--- src/iopd_pkg.sv ---
// package of constants and types for the eight-pin port control block
package iopd_pkg;
   localparam int NPIN = 8;
   localparam int NOE = 16;
   localparam int OE_SEL_W = 4;
   // drive mode codes
   localparam logic [2:0] DM_HIZ_ANALOG = 3'h0;
   localparam logic [2:0] DM_HIZ_DIGITAL = 3'h1;
   localparam logic [2:0] DM_RES_PULLUP = 3'h2;
   localparam logic [2:0] DM_RES_PULLDOWN = 3'h3;
   localparam logic [2:0] DM_OD_LOW = 3'h4;
   localparam logic [2:0] DM_OD_HIGH = 3'h5;
   localparam logic [2:0] DM_STRONG = 3'h6;
   localparam logic [2:0] DM_RES_BOTH = 3'h7;
   localparam logic [2:0] DM_RESET = DM_HIZ_ANALOG;
   // interrupt type codes
   localparam logic [1:0] IT_NONE = 2'h0;
   localparam logic [1:0] IT_RISE = 2'h1;
   localparam logic [1:0] IT_FALL = 2'h2;
   localparam logic [1:0] IT_BOTH = 2'h3;
   // pin-form register layout
   localparam int PF_OUT = 0;
   localparam int PF_DM_LO = 1;
   localparam int PF_DM_HI = 3;
   localparam int PF_BYP = 4;
   localparam int PF_BIE = 5;
   localparam int PF_SLW = 6;
   localparam int PF_IBD = 7;
   // port register selects
   localparam logic [3:0] PR_OUT = 4'h0;
   localparam logic [3:0] PR_DM0 = 4'h1;
   localparam logic [3:0] PR_DM1 = 4'h2;
   localparam logic [3:0] PR_DM2 = 4'h3;
   localparam logic [3:0] PR_SLW = 4'h4;
   localparam logic [3:0] PR_BYP = 4'h5;
   localparam logic [3:0] PR_BIE = 4'h6;
   localparam logic [3:0] PR_IBD = 4'h7;
   localparam logic [3:0] PR_ITLO = 4'h8;
   localparam logic [3:0] PR_ITHI = 4'h9;
   localparam logic [3:0] PR_STAT = 4'ha;
   localparam logic [3:0] PR_PINS = 4'hb;
   localparam logic [3:0] PR_REGO = 4'hc;
   localparam logic [3:0] PR_PAIR = 4'hd;
   localparam logic [3:0] PR_MISC = 4'he;
   // pad drive strength codes
   typedef enum logic [1:0] {
      DRV_OFF = 2'b00,
      DRV_STRONG = 2'b01,
      DRV_RES = 2'b10
   } iopd_drv_t;
endpackage

--- src/iopd_edge.sv ---
// per-pin edge detector and sticky status bit
`timescale 1ns/100ps
module iopd_edge (
   input wire logic mclk_i,
   input wire logic rst_b_i,
   input wire logic in_i,
   input wire logic [1:0] type_i,
   input wire logic clr_i,
   output logic stat_o
);
   import iopd_pkg::*;
   logic prev_reg;
   logic hit;
   always_ff @(posedge mclk_i or negedge rst_b_i) begin
      if (!rst_b_i) begin
         prev_reg <= 1'b0;
      end else begin
         prev_reg <= in_i;
      end
   end
   always_comb begin
      hit = 1'b0;
      case (type_i)
         IT_RISE: hit = in_i & ~prev_reg;
         IT_FALL: hit = ~in_i & prev_reg;
         IT_BOTH: hit = in_i ^ prev_reg;
         default: hit = 1'b0;
      endcase
   end
   // set wins over the read clear
   always_ff @(posedge mclk_i or negedge rst_b_i) begin
      if (!rst_b_i) begin
         stat_o <= 1'b0;
      end else if (hit) begin
         stat_o <= 1'b1;
      end else if (clr_i) begin
         stat_o <= 1'b0;
      end
   end
endmodule

--- src/iopd_port.sv ---
// eight-pin port: drive modes, port and pin form registers, edge interrupts
`timescale 1ns/100ps
module iopd_port (
   input wire logic mclk_i,
   input wire logic rst_b_i,
   // port-form access
   input wire logic port_wr_i,
   input wire logic port_rd_i,
   input wire logic [3:0] port_sel_i,
   input wire logic [7:0] port_wdata_i,
   output logic [7:0] port_rdata_o,
   // pin-form access
   input wire logic pin_wr_i,
   input wire logic pin_rd_i,
   input wire logic [2:0] pin_sel_i,
   input wire logic [7:0] pin_wdata_i,
   output logic [7:0] pin_rdata_o,
   // digital system side
   input wire logic [iopd_pkg::NPIN-1:0] bypass_data_i,
   input wire logic [iopd_pkg::NOE-1:0] aux_oe_i,
   output logic [iopd_pkg::NPIN-1:0] sys_in_o,
   output logic irq_o,
   // pad side
   input wire logic [iopd_pkg::NPIN-1:0] pad_in_i,
   output logic [iopd_pkg::NPIN-1:0] pad_hi_oe_b_o,
   output logic [iopd_pkg::NPIN-1:0] pad_lo_oe_b_o,
   output logic [iopd_pkg::NPIN-1:0] pad_hi_res_o,
   output logic [iopd_pkg::NPIN-1:0] pad_lo_res_o,
   output logic [iopd_pkg::NPIN-1:0] pad_ibuf_en_o,
   output logic [iopd_pkg::NPIN-1:0] pad_slow_o,
   output logic [iopd_pkg::NPIN-1:0] pad_reg_hi_o,
   output logic [7:0] pad_pair_thr_o,
   output logic pad_lvttl_o
);
   import iopd_pkg::*;
   logic [7:0] port_output_value_reg;
   logic [7:0] drive_mode_bit0_reg;
   logic [7:0] drive_mode_bit1_reg;
   logic [7:0] drive_mode_bit2_reg;
   logic [7:0] port_slew_select_reg;
   logic [7:0] bypass_sel_reg;
   logic [7:0] bidir_en_reg;
   logic [7:0] ibuf_dis_reg;
   logic [7:0] int_type_lo_reg;
   logic [7:0] int_type_hi_reg;
   logic [7:0] reg_hi_sel_reg;
   logic [7:0] pair_thr_reg;
   logic [7:0] misc_reg;
   logic [31:0] oe_route_reg;
   logic [7:0] sync1_reg;
   logic [7:0] sync2_reg;
   logic [7:0] sync3_reg;
   logic [7:0] in_reg;
   logic [7:0] stat;
   logic stat_clr;
   logic [7:0] port_rdata_next;
   logic [7:0] pin_rdata_next;
   logic [7:0] pin_mask;

   // drive mode of pin n, one bit from each of the three mode bit registers
   function automatic logic [2:0] mode_of(input int n, input logic [7:0] b0,
         input logic [7:0] b1, input logic [7:0] b2);
      mode_of = {b2[n], b1[n], b0[n]};
   endfunction

   assign pin_mask = 8'h01 << pin_sel_i;

   // shared storage written from either form
   always_ff @(posedge mclk_i or negedge rst_b_i) begin
      if (!rst_b_i) begin
         port_output_value_reg <= 8'h00;
         drive_mode_bit0_reg <= {8{DM_RESET[0]}};
         drive_mode_bit1_reg <= {8{DM_RESET[1]}};
         drive_mode_bit2_reg <= {8{DM_RESET[2]}};
         port_slew_select_reg <= 8'h00;
         bypass_sel_reg <= 8'h00;
         bidir_en_reg <= 8'h00;
         ibuf_dis_reg <= 8'h00;
      end else if (pin_wr_i) begin
         port_output_value_reg <= (port_output_value_reg & ~pin_mask)
            | ({8{pin_wdata_i[PF_OUT]}} & pin_mask);
         drive_mode_bit0_reg <= (drive_mode_bit0_reg & ~pin_mask)
            | ({8{pin_wdata_i[PF_DM_LO]}} & pin_mask);
         drive_mode_bit1_reg <= (drive_mode_bit1_reg & ~pin_mask)
            | ({8{pin_wdata_i[PF_DM_LO+1]}} & pin_mask);
         drive_mode_bit2_reg <= (drive_mode_bit2_reg & ~pin_mask)
            | ({8{pin_wdata_i[PF_DM_HI]}} & pin_mask);
         bypass_sel_reg <= (bypass_sel_reg & ~pin_mask)
            | ({8{pin_wdata_i[PF_BYP]}} & pin_mask);
         bidir_en_reg <= (bidir_en_reg & ~pin_mask)
            | ({8{pin_wdata_i[PF_BIE]}} & pin_mask);
         port_slew_select_reg <= (port_slew_select_reg & ~pin_mask)
            | ({8{pin_wdata_i[PF_SLW]}} & pin_mask);
         ibuf_dis_reg <= (ibuf_dis_reg & ~pin_mask)
            | ({8{pin_wdata_i[PF_IBD]}} & pin_mask);
      end else if (port_wr_i) begin
         if (port_sel_i == PR_OUT) begin
            port_output_value_reg <= port_wdata_i;
         end else if (port_sel_i == PR_DM0) begin
            drive_mode_bit0_reg <= port_wdata_i;
         end else if (port_sel_i == PR_DM1) begin
            drive_mode_bit1_reg <= port_wdata_i;
         end else if (port_sel_i == PR_DM2) begin
            drive_mode_bit2_reg <= port_wdata_i;
         end else if (port_sel_i == PR_SLW) begin
            port_slew_select_reg <= port_wdata_i;
         end else if (port_sel_i == PR_BYP) begin
            bypass_sel_reg <= port_wdata_i;
         end else if (port_sel_i == PR_BIE) begin
            bidir_en_reg <= port_wdata_i;
         end else if (port_sel_i == PR_IBD) begin
            ibuf_dis_reg <= port_wdata_i;
         end
      end
   end

   // port-only settings
   always_ff @(posedge mclk_i or negedge rst_b_i) begin
      if (!rst_b_i) begin
         int_type_lo_reg <= 8'h00;
         int_type_hi_reg <= 8'h00;
         reg_hi_sel_reg <= 8'h00;
         pair_thr_reg <= 8'h00;
         misc_reg <= 8'h00;
      end else if (port_wr_i && !pin_wr_i) begin
         if (port_sel_i == PR_ITLO) begin
            int_type_lo_reg <= port_wdata_i;
         end else if (port_sel_i == PR_ITHI) begin
            int_type_hi_reg <= port_wdata_i;
         end else if (port_sel_i == PR_REGO) begin
            reg_hi_sel_reg <= port_wdata_i;
         end else if (port_sel_i == PR_PAIR) begin
            pair_thr_reg <= port_wdata_i;
         end else if (port_sel_i == PR_MISC) begin
            misc_reg <= port_wdata_i;
         end
      end
   end

   // output-enable routing: 4-bit selector per pin, one write per pin pair
   always_ff @(posedge mclk_i or negedge rst_b_i) begin
      if (!rst_b_i) begin
         oe_route_reg <= 32'h00000000;
      end else if (port_wr_i && !pin_wr_i && port_sel_i == 4'hf) begin
         oe_route_reg[{misc_reg[7:6], 3'h0} +: 8] <= port_wdata_i;
      end
   end

   // pad input synchroniser
   always_ff @(posedge mclk_i or negedge rst_b_i) begin
      if (!rst_b_i) begin
         sync1_reg <= 8'h00;
         sync2_reg <= 8'h00;
         sync3_reg <= 8'h00;
         in_reg <= 8'h00;
      end else begin
         sync1_reg <= pad_in_i;
         sync2_reg <= sync1_reg;
         sync3_reg <= sync2_reg;
         for (int i = 0; i < NPIN; i++) begin
            if (sync2_reg[i] == sync3_reg[i]) begin
               in_reg[i] <= sync3_reg[i];
            end
         end
      end
   end

   // pad drive decode
   always_comb begin
      logic [2:0] dm;
      logic d;
      logic oe;
      logic [2:0] eff;
      iopd_drv_t hi;
      iopd_drv_t lo;
      dm = 3'h0;
      d = 1'b0;
      oe = 1'b0;
      eff = 3'h0;
      hi = DRV_OFF;
      lo = DRV_OFF;
      for (int i = 0; i < NPIN; i++) begin
         dm = mode_of(i, drive_mode_bit0_reg, drive_mode_bit1_reg, drive_mode_bit2_reg);
         d = bypass_sel_reg[i] ? bypass_data_i[i] : port_output_value_reg[i];
         oe = aux_oe_i[oe_route_reg[i*OE_SEL_W +: OE_SEL_W]];
         eff = (bidir_en_reg[i] && !oe) ? DM_HIZ_DIGITAL : dm;
         hi = DRV_OFF;
         lo = DRV_OFF;
         case (eff)
            DM_HIZ_ANALOG: hi = DRV_OFF;
            DM_HIZ_DIGITAL: hi = DRV_OFF;
            DM_RES_PULLUP: begin
               hi = d ? DRV_RES : DRV_OFF;
               lo = d ? DRV_OFF : DRV_STRONG;
            end
            DM_RES_PULLDOWN: begin
               hi = d ? DRV_STRONG : DRV_OFF;
               lo = d ? DRV_OFF : DRV_RES;
            end
            DM_OD_LOW: lo = d ? DRV_OFF : DRV_STRONG;
            DM_OD_HIGH: hi = d ? DRV_STRONG : DRV_OFF;
            DM_STRONG: begin
               hi = d ? DRV_STRONG : DRV_OFF;
               lo = d ? DRV_OFF : DRV_STRONG;
            end
            default: begin
               hi = d ? DRV_RES : DRV_OFF;
               lo = d ? DRV_OFF : DRV_RES;
            end
         endcase
         pad_hi_oe_b_o[i] = (hi == DRV_OFF);
         pad_lo_oe_b_o[i] = (lo == DRV_OFF);
         pad_hi_res_o[i] = (hi == DRV_RES);
         pad_lo_res_o[i] = (lo == DRV_RES);
         pad_ibuf_en_o[i] = (dm != DM_HIZ_ANALOG) && !ibuf_dis_reg[i];
         pad_slow_o[i] = port_slew_select_reg[i] && (hi != DRV_RES) && (lo != DRV_RES);
      end
   end

   assign pad_reg_hi_o = reg_hi_sel_reg;
   assign pad_pair_thr_o = pair_thr_reg;
   assign pad_lvttl_o = misc_reg[0];
   assign sys_in_o = in_reg & pad_ibuf_en_o;

   // edge detection on plain clock, never gated by sleep
   genvar g;
   generate
      for (g = 0; g < NPIN; g++) begin : g_edge
         iopd_edge u_edge (
            .mclk_i(mclk_i),
            .rst_b_i(rst_b_i),
            .in_i(sys_in_o[g]),
            .type_i(g < 4 ? int_type_lo_reg[2*(g%4) +: 2] : int_type_hi_reg[2*(g%4) +: 2]),
            .clr_i(stat_clr),
            .stat_o(stat[g])
         );
      end
   endgenerate

   assign stat_clr = port_rd_i && (port_sel_i == PR_STAT);
   assign irq_o = |stat;

   // registered read data
   always_comb begin
      port_rdata_next = 8'h00;
      if (port_sel_i == PR_OUT) begin
         port_rdata_next = port_output_value_reg;
      end else if (port_sel_i == PR_DM0) begin
         port_rdata_next = drive_mode_bit0_reg;
      end else if (port_sel_i == PR_DM1) begin
         port_rdata_next = drive_mode_bit1_reg;
      end else if (port_sel_i == PR_DM2) begin
         port_rdata_next = drive_mode_bit2_reg;
      end else if (port_sel_i == PR_SLW) begin
         port_rdata_next = port_slew_select_reg;
      end else if (port_sel_i == PR_BYP) begin
         port_rdata_next = bypass_sel_reg;
      end else if (port_sel_i == PR_BIE) begin
         port_rdata_next = bidir_en_reg;
      end else if (port_sel_i == PR_IBD) begin
         port_rdata_next = ibuf_dis_reg;
      end else if (port_sel_i == PR_ITLO) begin
         port_rdata_next = int_type_lo_reg;
      end else if (port_sel_i == PR_ITHI) begin
         port_rdata_next = int_type_hi_reg;
      end else if (port_sel_i == PR_STAT) begin
         port_rdata_next = stat;
      end else if (port_sel_i == PR_PINS) begin
         port_rdata_next = sys_in_o;
      end else if (port_sel_i == PR_REGO) begin
         port_rdata_next = reg_hi_sel_reg;
      end else if (port_sel_i == PR_PAIR) begin
         port_rdata_next = pair_thr_reg;
      end else if (port_sel_i == PR_MISC) begin
         port_rdata_next = misc_reg;
      end else begin
         port_rdata_next = oe_route_reg[{misc_reg[7:6], 3'h0} +: 8];
      end
      pin_rdata_next = {ibuf_dis_reg[pin_sel_i], port_slew_select_reg[pin_sel_i],
         bidir_en_reg[pin_sel_i], bypass_sel_reg[pin_sel_i],
         drive_mode_bit2_reg[pin_sel_i], drive_mode_bit1_reg[pin_sel_i],
         drive_mode_bit0_reg[pin_sel_i], port_output_value_reg[pin_sel_i]};
   end

   always_ff @(posedge mclk_i or negedge rst_b_i) begin
      if (!rst_b_i) begin
         port_rdata_o <= 8'h00;
         pin_rdata_o <= 8'h00;
      end else begin
         if (port_rd_i) begin
            port_rdata_o <= port_rdata_next;
         end
         if (pin_rd_i) begin
            pin_rdata_o <= pin_rdata_next;
         end
      end
   end
endmodule

--- config.mk ---
export PLATFORM = sky130hd
export DESIGN_NAME = iopd_port
export DESIGN_NICKNAME = d
export VERILOG_FILES = /design/src/iopd_pkg.sv /design/src/iopd_edge.sv /design/src/iopd_port.sv
export SDC_FILE = /design/constraint.sdc
export NUM_CORES = 1
export LEC_CHECK = 0
export BUFFER_PORTS_ARGS = -buffer_cell sky130_fd_sc_hd__buf_2
export CAP_MARGIN = 20
export CORE_ASPECT_RATIO = 0.7
export CORE_MARGIN = 5
export CORE_UTILIZATION = 50
export CTS_CLUSTER_DIAMETER = 80
export DETAILED_ROUTE_END_ITERATION = 16
export PLACE_DENSITY = 0.7
export RECOVER_POWER = 25
export SETUP_SLACK_MARGIN = 0.05
export SLEW_MARGIN = 40
export SYNTH_ARGS = -nofsm -noshare
export SYNTH_HDL_FRONTEND = slang
export SYNTH_SLANG_ARGS = --single-unit
--- constraint.sdc ---
create_clock -name mclk_i -period 3.5 [get_ports mclk_i]
set_input_delay 0.7 -clock mclk_i [delete_from_list [all_inputs] [get_ports mclk_i]]
set_output_delay 0.7 -clock mclk_i [all_outputs]
set_load 0.05 [all_outputs]
# After elaboration in Yosys (flattened, before gate mapping)

Index checks and enable logic that the tools add are counted.

Shift-type cells: 4
Magnitude comparators: 9
Equality and inequality tests: 134
Add/subtract/negate cells: 1
Reductions and logical operators: 148
Multiplexer cells: 181
Bitwise operators: 70

Operator list:

| kind                     | count |
|---|---|
| $mux W8                  | 67 |
| $and A8 B8 Y8            | 17 |
| $reduce_or A3 Y1         | 32 |
| $eq A3 B3 Y1 const B     | 24 |
| $eq A2 B2 Y1 const B     | 32 |
| $or A8 B8 Y8             | 8 |
| $pmux W2 S2              | 16 |
| $mux W1                  | 49 |
| $eq A3 B2 Y1 const B     | 16 |
| $ne A2 B2 Y1 const B     | 23 |
| $lt A4 B5 Y1 const B     | 8 |
| $logic_and A1 B1 Y1      | 35 |
| $reduce_bool A2 Y1       | 17 |
| $bmux W1 S4              | 8 |
| $bwmux W32               | 1 |
| $eq A4 B4 Y1 const B     | 8 |
| $logic_not A2 Y1         | 16 |
| $mux W2                  | 16 |
| $shift A8 B7 Y32 const A | 1 |
| $shiftx A32 B6 Y8        | 1 |
| $shiftx A8 B7 Y32        | 1 |
| $bmux W1 S3              | 8 |
| $eq A3 B1 Y1 const B     | 8 |
| $logic_not A3 Y1         | 8 |
| other kinds (26)         | 127 |

Word-level logic and storage cells: 590
Bits in registers: 200
Output and inout bits: 90
Bits of input ports: 61

# Logic depth before layout (Yosys ltp)

Gate-level depths: netlist of the first run.

Depth in word-level cells: 16
Mapped depth: 10

# Modules after synthesis

From an unflattened synthesis of the first run, not the netlist that was laid out.

Cell total of the unflattened synthesis: 1,269
Area total of the unflattened synthesis: 12,388.1 um^2

By module, submodules not included:

| module    | times used | cells an instance | seq. area each (um^2) | area each (um^2) |
|---|---|---|---|---|
| iopd_port | 1          | 1,173             | 4,604.4               | 11,457.2 |
| iopd_edge | 8          | 12                | 50.0                  | 116.4 |

# Worst setup path after synthesis of the first run

No wires, ideal clock.

Path type: in2out
From: input aux_oe_i[5] in the netlist's numbering
To: output pad_hi_res_o[0] in the netlist's numbering
Path buffers: 0
Path slack: -0.078 ns
Stages: 5
Arrival: 2.878 ns
Path through: mux4_2 -> mux4_2 -> nand2b_4 -> nand2_1 -> nor4_1

Word-level cells in the longest chain between the ends: 9

RTL lines:

| item                                       | line             | source |
|---|---|---|
| from (decl)                                | iopd_port.sv:20  | `input wire logic [iopd_pkg::NOE-1:0] aux_oe_i,` |
| $bmux W1 S4 *                              | iopd_port.sv:185 | `oe = aux_oe_i[oe_route_reg[i*OE_SEL_W +: OE_SEL_W]];` |
| $mux W1 (implied by the code) *            | iopd_port.sv:185 |  |
| $logic_not A1 Y1 *                         | iopd_port.sv:186 | `eff = (bidir_en_reg[i] && !oe) ? DM_HIZ_DIGITAL : dm;` |
| $logic_and A1 B1 Y1 *                      | iopd_port.sv:186 |  |
| $mux W3 *                                  | iopd_port.sv:186 |  |
| $eq A3 B3 Y1, or another cell as far along | iopd_port.sv:189 | `case (eff)` |
| $reduce_or A3 Y1 (no line)                 | n/a              |  |
| $pmux W2 S2 *                              | iopd_port.sv:189 |  |
| $eq A2 B2 Y1 *                             | iopd_port.sv:213 | `pad_hi_res_o[i] = (hi == DRV_RES);` |
| to (decl)                                  | iopd_port.sv:27  | `output logic [iopd_pkg::NPIN-1:0] pad_hi_res_o,` |

Every way passes the cells marked *; elsewhere a longest branch is shown, timed or not. The select of a mux whose other input is x is not followed.

# Worst setup path in the final report of the first run

From: register oe_route_reg[8]
To: output pad_slow_o[2] in the netlist's numbering

Word-level cells in the longest chain between the ends: 11

RTL lines:

| item                                       | line             | source |
|---|---|---|
| from (decl)                                | iopd_port.sv:49  | `logic [31:0] oe_route_reg;` |
| from (signal, indexed assignment)          | iopd_port.sv:145 | `oe_route_reg[{misc_reg[7:6], 3'h0} +: 8] <= port_wdata_i;` |
| $bmux W1 S4 *                              | iopd_port.sv:185 |  |
| $mux W1 (implied by the code) *            | iopd_port.sv:185 |  |
| $logic_not A1 Y1 *                         | iopd_port.sv:186 |  |
| $logic_and A1 B1 Y1 *                      | iopd_port.sv:186 |  |
| $mux W3 *                                  | iopd_port.sv:186 |  |
| $eq A3 B3 Y1, or another cell as far along | iopd_port.sv:189 |  |
| $reduce_or A3 Y1 (no line)                 | n/a              |  |
| $pmux W2 S2                                | iopd_port.sv:189 |  |
| $ne A2 B2 Y1                               | iopd_port.sv:216 | `pad_slow_o[i] = port_slew_select_reg[i] && (hi != DRV_RES) && (lo != DRV_RES);` |
| $logic_and A1 B1 Y1                        | iopd_port.sv:216 |  |
| $logic_and A1 B1 Y1 *                      | iopd_port.sv:216 |  |
| to (decl)                                  | iopd_port.sv:30  | `output logic [iopd_pkg::NPIN-1:0] pad_slow_o,` |

Marks and branches as above.

==> metrics.csv, run 1 <==
stage,metric,value,unit
cells_and_area,antenna_cells,0,
cts,htreeDepth,4,
outcome,outcome,"finished, violations left",
worst_setup_path,critPathArrivalTime,2700,ps
cts,cts_root_buf,clkbuf_16,
yosys,synth_mux_area_share,18.9,%
yosys,synth_xor_area_share,0.559,%
sta,hold_violations,0,
min_path,hold_class,reg -> reg,
yosys,synth.avg_cell_area,9.73,sq um
drt,first_pass_iters,7,
min_path,min_to,sync2_reg[3]$_DFF_PN0_,
yosys,synth_fa_ha_area_share,2.73,%
sta,relSlewSlack,-18.8,%
cells_and_area,final_area,14100,sq um
yosys,ys_types,71,
cts,clkLatencyLatePin,450,ps
drt,drtIter0Drc,1480,
grt,grt_pass1_wl,67000,microns
floorplanning,design.die.area,28400,sq um
sta,tns,0,ps
cts,clk_pin_slew_worst_paths,70,ps
worst_setup_path,startpoint_type,register,
sta,rsz0062_at_grt,true,
yosys,post-synth-top-area-fraction,39.9,%
yosys,synthSimpleGateAreaFrac,16.8,%
worst_setup_path,crit_path_end_kind,primary output,
grt,antenna_found_initial,0,
drt,vias_per_cell,6.53,
cells_and_area,synthToLayoutAreaGrowth,12.6,%
yosys,netlist_instances,1289,
grt,grt_usage,31.3,%
worst_setup_path,cp_max_fo,6,
min_path,hp-start,sync1_reg[3]$_DFF_PN0_,
cts,clockBufferDepth,2,
min_path,hold_path_depth,0,
run,max-cap-violations,1,
worst_setup_path,critPathMaxStageDelay,610,ps
worst_setup_path,path_delay_family,multiplexers,
worst_setup_path,r2r_slack,930,ps
sta,finalCritPeriodShare,97.1,%
pwr,powerDensity,557,nW/um^2
grt,grt_pass1_vias,10600,
floorplanning,die_h,142,microns
yosys,async_flop_share,100,%
sta,worst_pin_slew,1780,ps
worst_setup_path,slowest_stage,mux4_1,
floorplanning,start_util,50.8,%
yosys,synth_top_cell_by_area,dfrtp_1,
worst_setup_path,crit_chain,mux4_1 > mux4_2 > nand2b_4 > nand2_4 > o21a_1 > clkbuf_4,
worst_setup_path,rr_endpoint,port_rdata_o[0]$_DFFE_PN0P_,
grt,grt-ovfl-total,0,
cts,cts_sinks,200,
yosys,seq_area_frac_synth,39.9,%
floorplanning,io_pins,151,
floorplanning,core-area,24700,sq um
pwr,ir_drop,0.000571,V
worst_setup_path,cp-startpoint,oe_route_reg[8]$_DFFE_PN0P_,
yosys,synthTopCellsByCount,"dfrtp_1 (200), nor2_1 (198), nand2_1 (171)",
sta,drv_slew,71,
sta,max_freq,294,MHz
yosys,synth_edf_count,0,
drt,wirelength,44500,microns
worst_setup_path,timing_worst_setup_path_type,reg -> out,
yosys,synth_top_family_by_area,multiplexers,
placement,io_buffers,150,
yosys,synth-compound-area-share,16.1,%
cts,cts_inserted_buffers,17,
floorplanning,rows,48,
worst_setup_path,timing.rr.start,misc_reg[6]$_DFFE_PN0P_,
outcome,violations,"max-capacitance violations, max-slew violations",
drt,post-route-drc-count,0,
yosys,synth_nets,1371,
sta,finalWorstPathRequiredPeriod,3400,ps
drt,routedWlPerCell,25.6,microns
sta,timing.clock.skew,14.9,ps
drt,drtAntennaViolNets,0,
sta,setup_viol,0,
placement,dp.final_hpwl,33100,microns
yosys,yosys_most_used_dff,dfrtp_1,
grt,grt_max_degree,73,
cts,tritoncts,built,
worst_setup_path,required,2800,ps
drt,vias,11400,
pwr,p_leak,6.00,nW
cells_and_area,final_nets,1482,
yosys,synthesis.area,12500,sq um
yosys,ys_top_cells_by_area,"dfrtp_1 (40%), mux4_2 (6.1%), nor2_1 (5.9%)",
yosys,synth.most_common_cell,dfrtp_1,
cells_and_area,drive_above_1_share,24.6,%
yosys,yosys_warnings,0,
yosys,synth_seq_cells,200,
placement,gp_congestion,1.01,
worst_setup_path,reg2reg_depth,5,
worst_setup_path,crit_buf_inv,1,
floorplanning,die_w,199,microns
placement,placed_cell_area,13500,sq um
-- layer usage --
layer | up-vias | share of wire (%) | GRT usage (%)
li1 | 4940 | - | -
met5 | - | 0 | 0
met3 | 84 | 16 | 13.5
met1 | 5467 | 43 | 48.1
met4 | 0 | 2.4 | 8.74
met2 | 860 | 38 | 39.9
-- per-stage QoR --
stage                     setup WS, ps  instances  hold slack (ps)  power [W]  util (%)
after global routing              27.8       1737              339    0.00817      57.2
final                              100       1737              348    0.00786      57.2
after global placement             198       1705              334    0.00574      54.8
after detailed placement           195       1705              336    0.00579      54.8
after floorplan                    155       1289              331    0.00493         -
after CTS                         12.6       1736              275    0.00779      57.3
-- how the worst max path moves through the flow --
stage	to	slack, ps	cells after the start
2_1_floorplan	pad_slow_o[0]	150	4
3_3_place_gp	pad_slow_o[6]	200	7
3_5_place_dp	pad_slow_o[7]	190	7
4_1_cts	pad_slow_o[7]	10	6
5_1_grt	pad_slow_o[7]	30	6
6_report	pad_slow_o[2]	100	6
-- layout by cell type, fill, tap and decap left out, types with 4 or more instances in the layout --
cell,Yosys,final
a2111oi_0,4,4
a211oi_1,7,7
a21oi_1,41,41
a221o_1,11,11
a31oi_1,79,78
a31oi_2,4,5
a32oi_1,7,7
buf_2,26,143
buf_4,11,36
clkbuf_16,0,17
clkinvlp_4,0,5
dfrtp_1,200,192
dfrtp_2,0,8
ha_1,21,21
inv_1,34,34
maj3_1,8,8
mux2_2,50,50
mux2i_1,30,30
mux4_1,28,21
mux4_2,34,41
nand2_1,171,171
nand2_2,5,5
nand2b_1,6,6
nand2b_4,8,8
nand3_1,10,10
nor2_1,198,198
nor2b_1,28,27
nor3_1,17,16
nor4_2,0,8
o211ai_1,13,13
o21a_1,19,19
o21ai_0,62,62
o21ai_1,7,7
o221ai_1,5,5
o22a_1,7,7
o22ai_1,10,10
o31ai_1,4,4
xnor2_1,7,7
-- power breakdown --
| part | total [W] | internal [W] | switching, W |
|---|---|---|---|
| clock network | 0.00201 | 0.00108 | 0.000930 |
| logic | 0.00260 | 0.000914 | 0.00168 |
| registers | 0.00326 | 0.00265 | 0.000606 |
| total | 0.00786 | 0.00464 | 0.00322 |
-- cell families (layout without fill, tap and decap cells) --
logic type	after synthesis	count (layout)
DFF	200	200
AOI/OAI and AO/OA	306	306
xor gates and xnor gates	8	8
and+or+nand+nor	477	477
buffers and inverters	127	250
adders and majority gates	29	29
muxes	142	142
-- cell type report --
type / instances / area (sq um)
Inverter: 36 / 135
Clock inverter: 13 / 148
Timing Repair Buffer: 183 / 1030
Sequential cell: 200 / 5010
Multi-Input combinational cell: 962 / 6950
Fill cell: 2182 / 10600
Clock buffer: 18 / 439
Tap cell: 325 / 407
-- timing repair --
action / 4_1_cts / 5_1_grt
buffers inserted: 0 / 1
resized for setup: 12 / 11
setup endpoints to repair: 18 / 10
hold buffers: 0 / 0
No activity file was read; power rests on OpenSTA's default activity.
==> run 2, diff against run 1 <==
Clock period 3.5 ns to 3.8 ns, I/O delays scaled along.
==> metrics.csv, run 2 (synthesis results as in run 1) <==
stage,metric,value,unit
floorplanning,design.die.area,28400,sq um
drt,routedWlPerCell,26.2,microns
run,max-cap-violations,1,
cells_and_area,regArea,5000,sq um
placement,gp_congestion,0.988,
pwr,ir_drop,0.000489,V
worst_setup_path,critPathArrivalTime,2930,ps
pwr,swShare,40.8,%
worst_setup_path,reg2reg_depth,5,
cells_and_area,fillCellCount,2128,
grt,grt-ovfl-total,0,
cts,clockBufferDepth,2,
cts,tritoncts,built,
grt,grt_util_met1,49.2,%
cts,post_cts_buffers,0,
cells_and_area,final_cell_mix,"dfrtp_1 (200), nor2_1 (197), nand2_1 (171)",
floorplanning,die_h,142,microns
outcome,violations,"max-capacitance violations, max-slew violations",
floorplanning,io_pins,151,
drt,post-route-drc-count,0,
grt,grtUsageMet2,41.4,%
cells_and_area,final_nets,1471,
drt,drtAntennaViolNets,0,
floorplanning,core-area,24700,sq um
cts,clk_pin_slew_worst_paths,70,ps
worst_setup_path,cp-startpoint,oe_route_reg[24]$_DFFE_PN0P_,
cts,cts_sinks,200,
worst_setup_path,critPathMaxStageDelay,680,ps
cells_and_area,drive_above_1_share,22.5,%
drt,wirelength,45300,microns
worst_setup_path,timing_worst_setup_path_type,reg -> out,
worst_setup_path,slowest_stage,mux4_1,
worst_setup_path,crit_chain,mux4_1 > mux4_2 > nand2b_4 > nand2_2 > o21a_1 > buf_2,
worst_setup_path,path_delay_family,multiplexers,
pwr,internal_power,0.00431,W
sta,worst_pin_slew,2440,ps
drt,drtIter0Drc,1692,
grt,grt_pass1_vias,10500,
cts,postCtsHoldBufs,0,
sta,rsz0062_at_grt,false,
cts,cts_inserted_buffers,17,
cts,cts_root_buf,clkbuf_16,
grt,grt_usage,32.0,%
drt,vias_per_cell,6.54,
grt,busiest_layer,met1,
sta,finalCritPeriodShare,97.1,%
grt,grt_util_met3,13.9,%
floorplanning,rows,48,
worst_setup_path,cp_max_fo,6,
floorplanning,start_util,50.8,%
worst_setup_path,startpoint_type,register,
min_path,hold_class,reg -> reg,
sta,setup_viol,0,
sta,relSlewSlack,-62.4,%
worst_setup_path,timing.rr.start,misc_reg[6]$_DFFE_PN0P_,
cells_and_area,utilization,56.9,%
pwr,combPwrFrac,32.6,%
cts,clkLatencyLatePin,450,ps
worst_setup_path,rr_endpoint,port_rdata_o[0]$_DFFE_PN0P_,
worst_setup_path,crit_path_end_kind,primary output,
grt,antenna_found_initial,1,
cts,post_cts_resized,0,
pwr,seqPwrFrac,41.2,%
sta,timing.clock.skew,10.6,ps
placement,dp.final_hpwl,33400,microns
pwr,clkPwrFrac,26.2,%
outcome,outcome,"finished, violations left",
floorplanning,die_w,199,microns
worst_setup_path,endpoint,pad_slow_o[6],
sta,hold_violations,0,
worst_setup_path,r2r_slack,1200,ps
sta,max_freq,271,MHz
pwr,p_switching,0.00297,W
grt,grt_max_degree,88,
pwr,p_leak,6.00,nW
sta,drv_slew,40,
sta,finalWorstPathRequiredPeriod,3690,ps
drt,vias,11300,
drt,first_pass_iters,5,
grt,grt_pass1_wl,67600,microns
cells_and_area,multi_input_area,6940,sq um
placement,io_buffers,150,
worst_setup_path,required,3040,ps
worst_setup_path,crit_buf_inv,1,
pwr,powerDensity,518,nW/um^2
sta,tns,0,ps
cells_and_area,mostFrequentLayoutCell,dfrtp_1,
worst_setup_path,cp.depth,6,
cts,htreeDepth,4,
cells_and_area,synthToLayoutAreaGrowth,12.1,%
==> run 2: worst min-delay path by stage <==
stage | start | end | slack [ps] | depth (start not counted)
after floorplan | sync1_reg[0]$_DFF_PN0_ | sync2_reg[0]$_DFF_PN0_ | 330 | 0
after global placement | sync1_reg[7]$_DFF_PN0_ | sync2_reg[7]$_DFF_PN0_ | 340 | 0
after detailed placement | sync1_reg[2]$_DFF_PN0_ | sync2_reg[2]$_DFF_PN0_ | 340 | 0
after CTS | sync1_reg[1]$_DFF_PN0_ | sync2_reg[1]$_DFF_PN0_ | 360 | 0
after global routing | sync1_reg[1]$_DFF_PN0_ | sync2_reg[1]$_DFF_PN0_ | 370 | 0
final | sync1_reg[1]$_DFF_PN0_ | sync2_reg[1]$_DFF_PN0_ | 350 | 0
==> run 2: final cells by class <==
class                           count  share of cell area [%]
Clock inverter                     10                   0.943
Antenna cell                        1                  0.0178
Sequential cell                   200                    35.6
Multi-Input combinational cell    962                    49.4
Tap cell                          325                    2.89
Inverter                           36                   0.961
Timing Repair Buffer              172                    6.83
Clock buffer                       22                    3.37
==> run 2: stage by stage <==
stage / setup slack (ps) / total power [W] / cell area (sq um) / hold slack [ps] / std cells
2_1_floorplan: 102 / 0.00453 / 12500 / 331 / 1289
3_3_place_gp: 334 / 0.00528 / 13400 / 335 / 1694
3_5_place_dp: 342 / 0.00532 / 13400 / 336 / 1694
4_1_cts: 144 / 0.00721 / 14000 / 358 / 1726
5_1_grt: 77.7 / 0.00756 / 14100 / 372 / 1728
6_report: 109 / 0.00728 / 14100 / 354 / 1728
==> run 2: metal layers <==
layer	vias to the layer above	share of wire, %
li1	4920	-
met4	2	1.8
met3	62	15
met5	-	0.088
met1	5548	45
met2	776	39
==> run 2: power by group through the flow <==
stage	clock, W	sequential (W)	combinational, W
after floorplan	0	0.00295	0.00158
after global placement	0	0.00299	0.00229
after detailed placement	0	0.00300	0.00232
after CTS	0.00192	0.00296	0.00234
after global routing	0.00201	0.00302	0.00253
final	0.00191	0.00300	0.00237
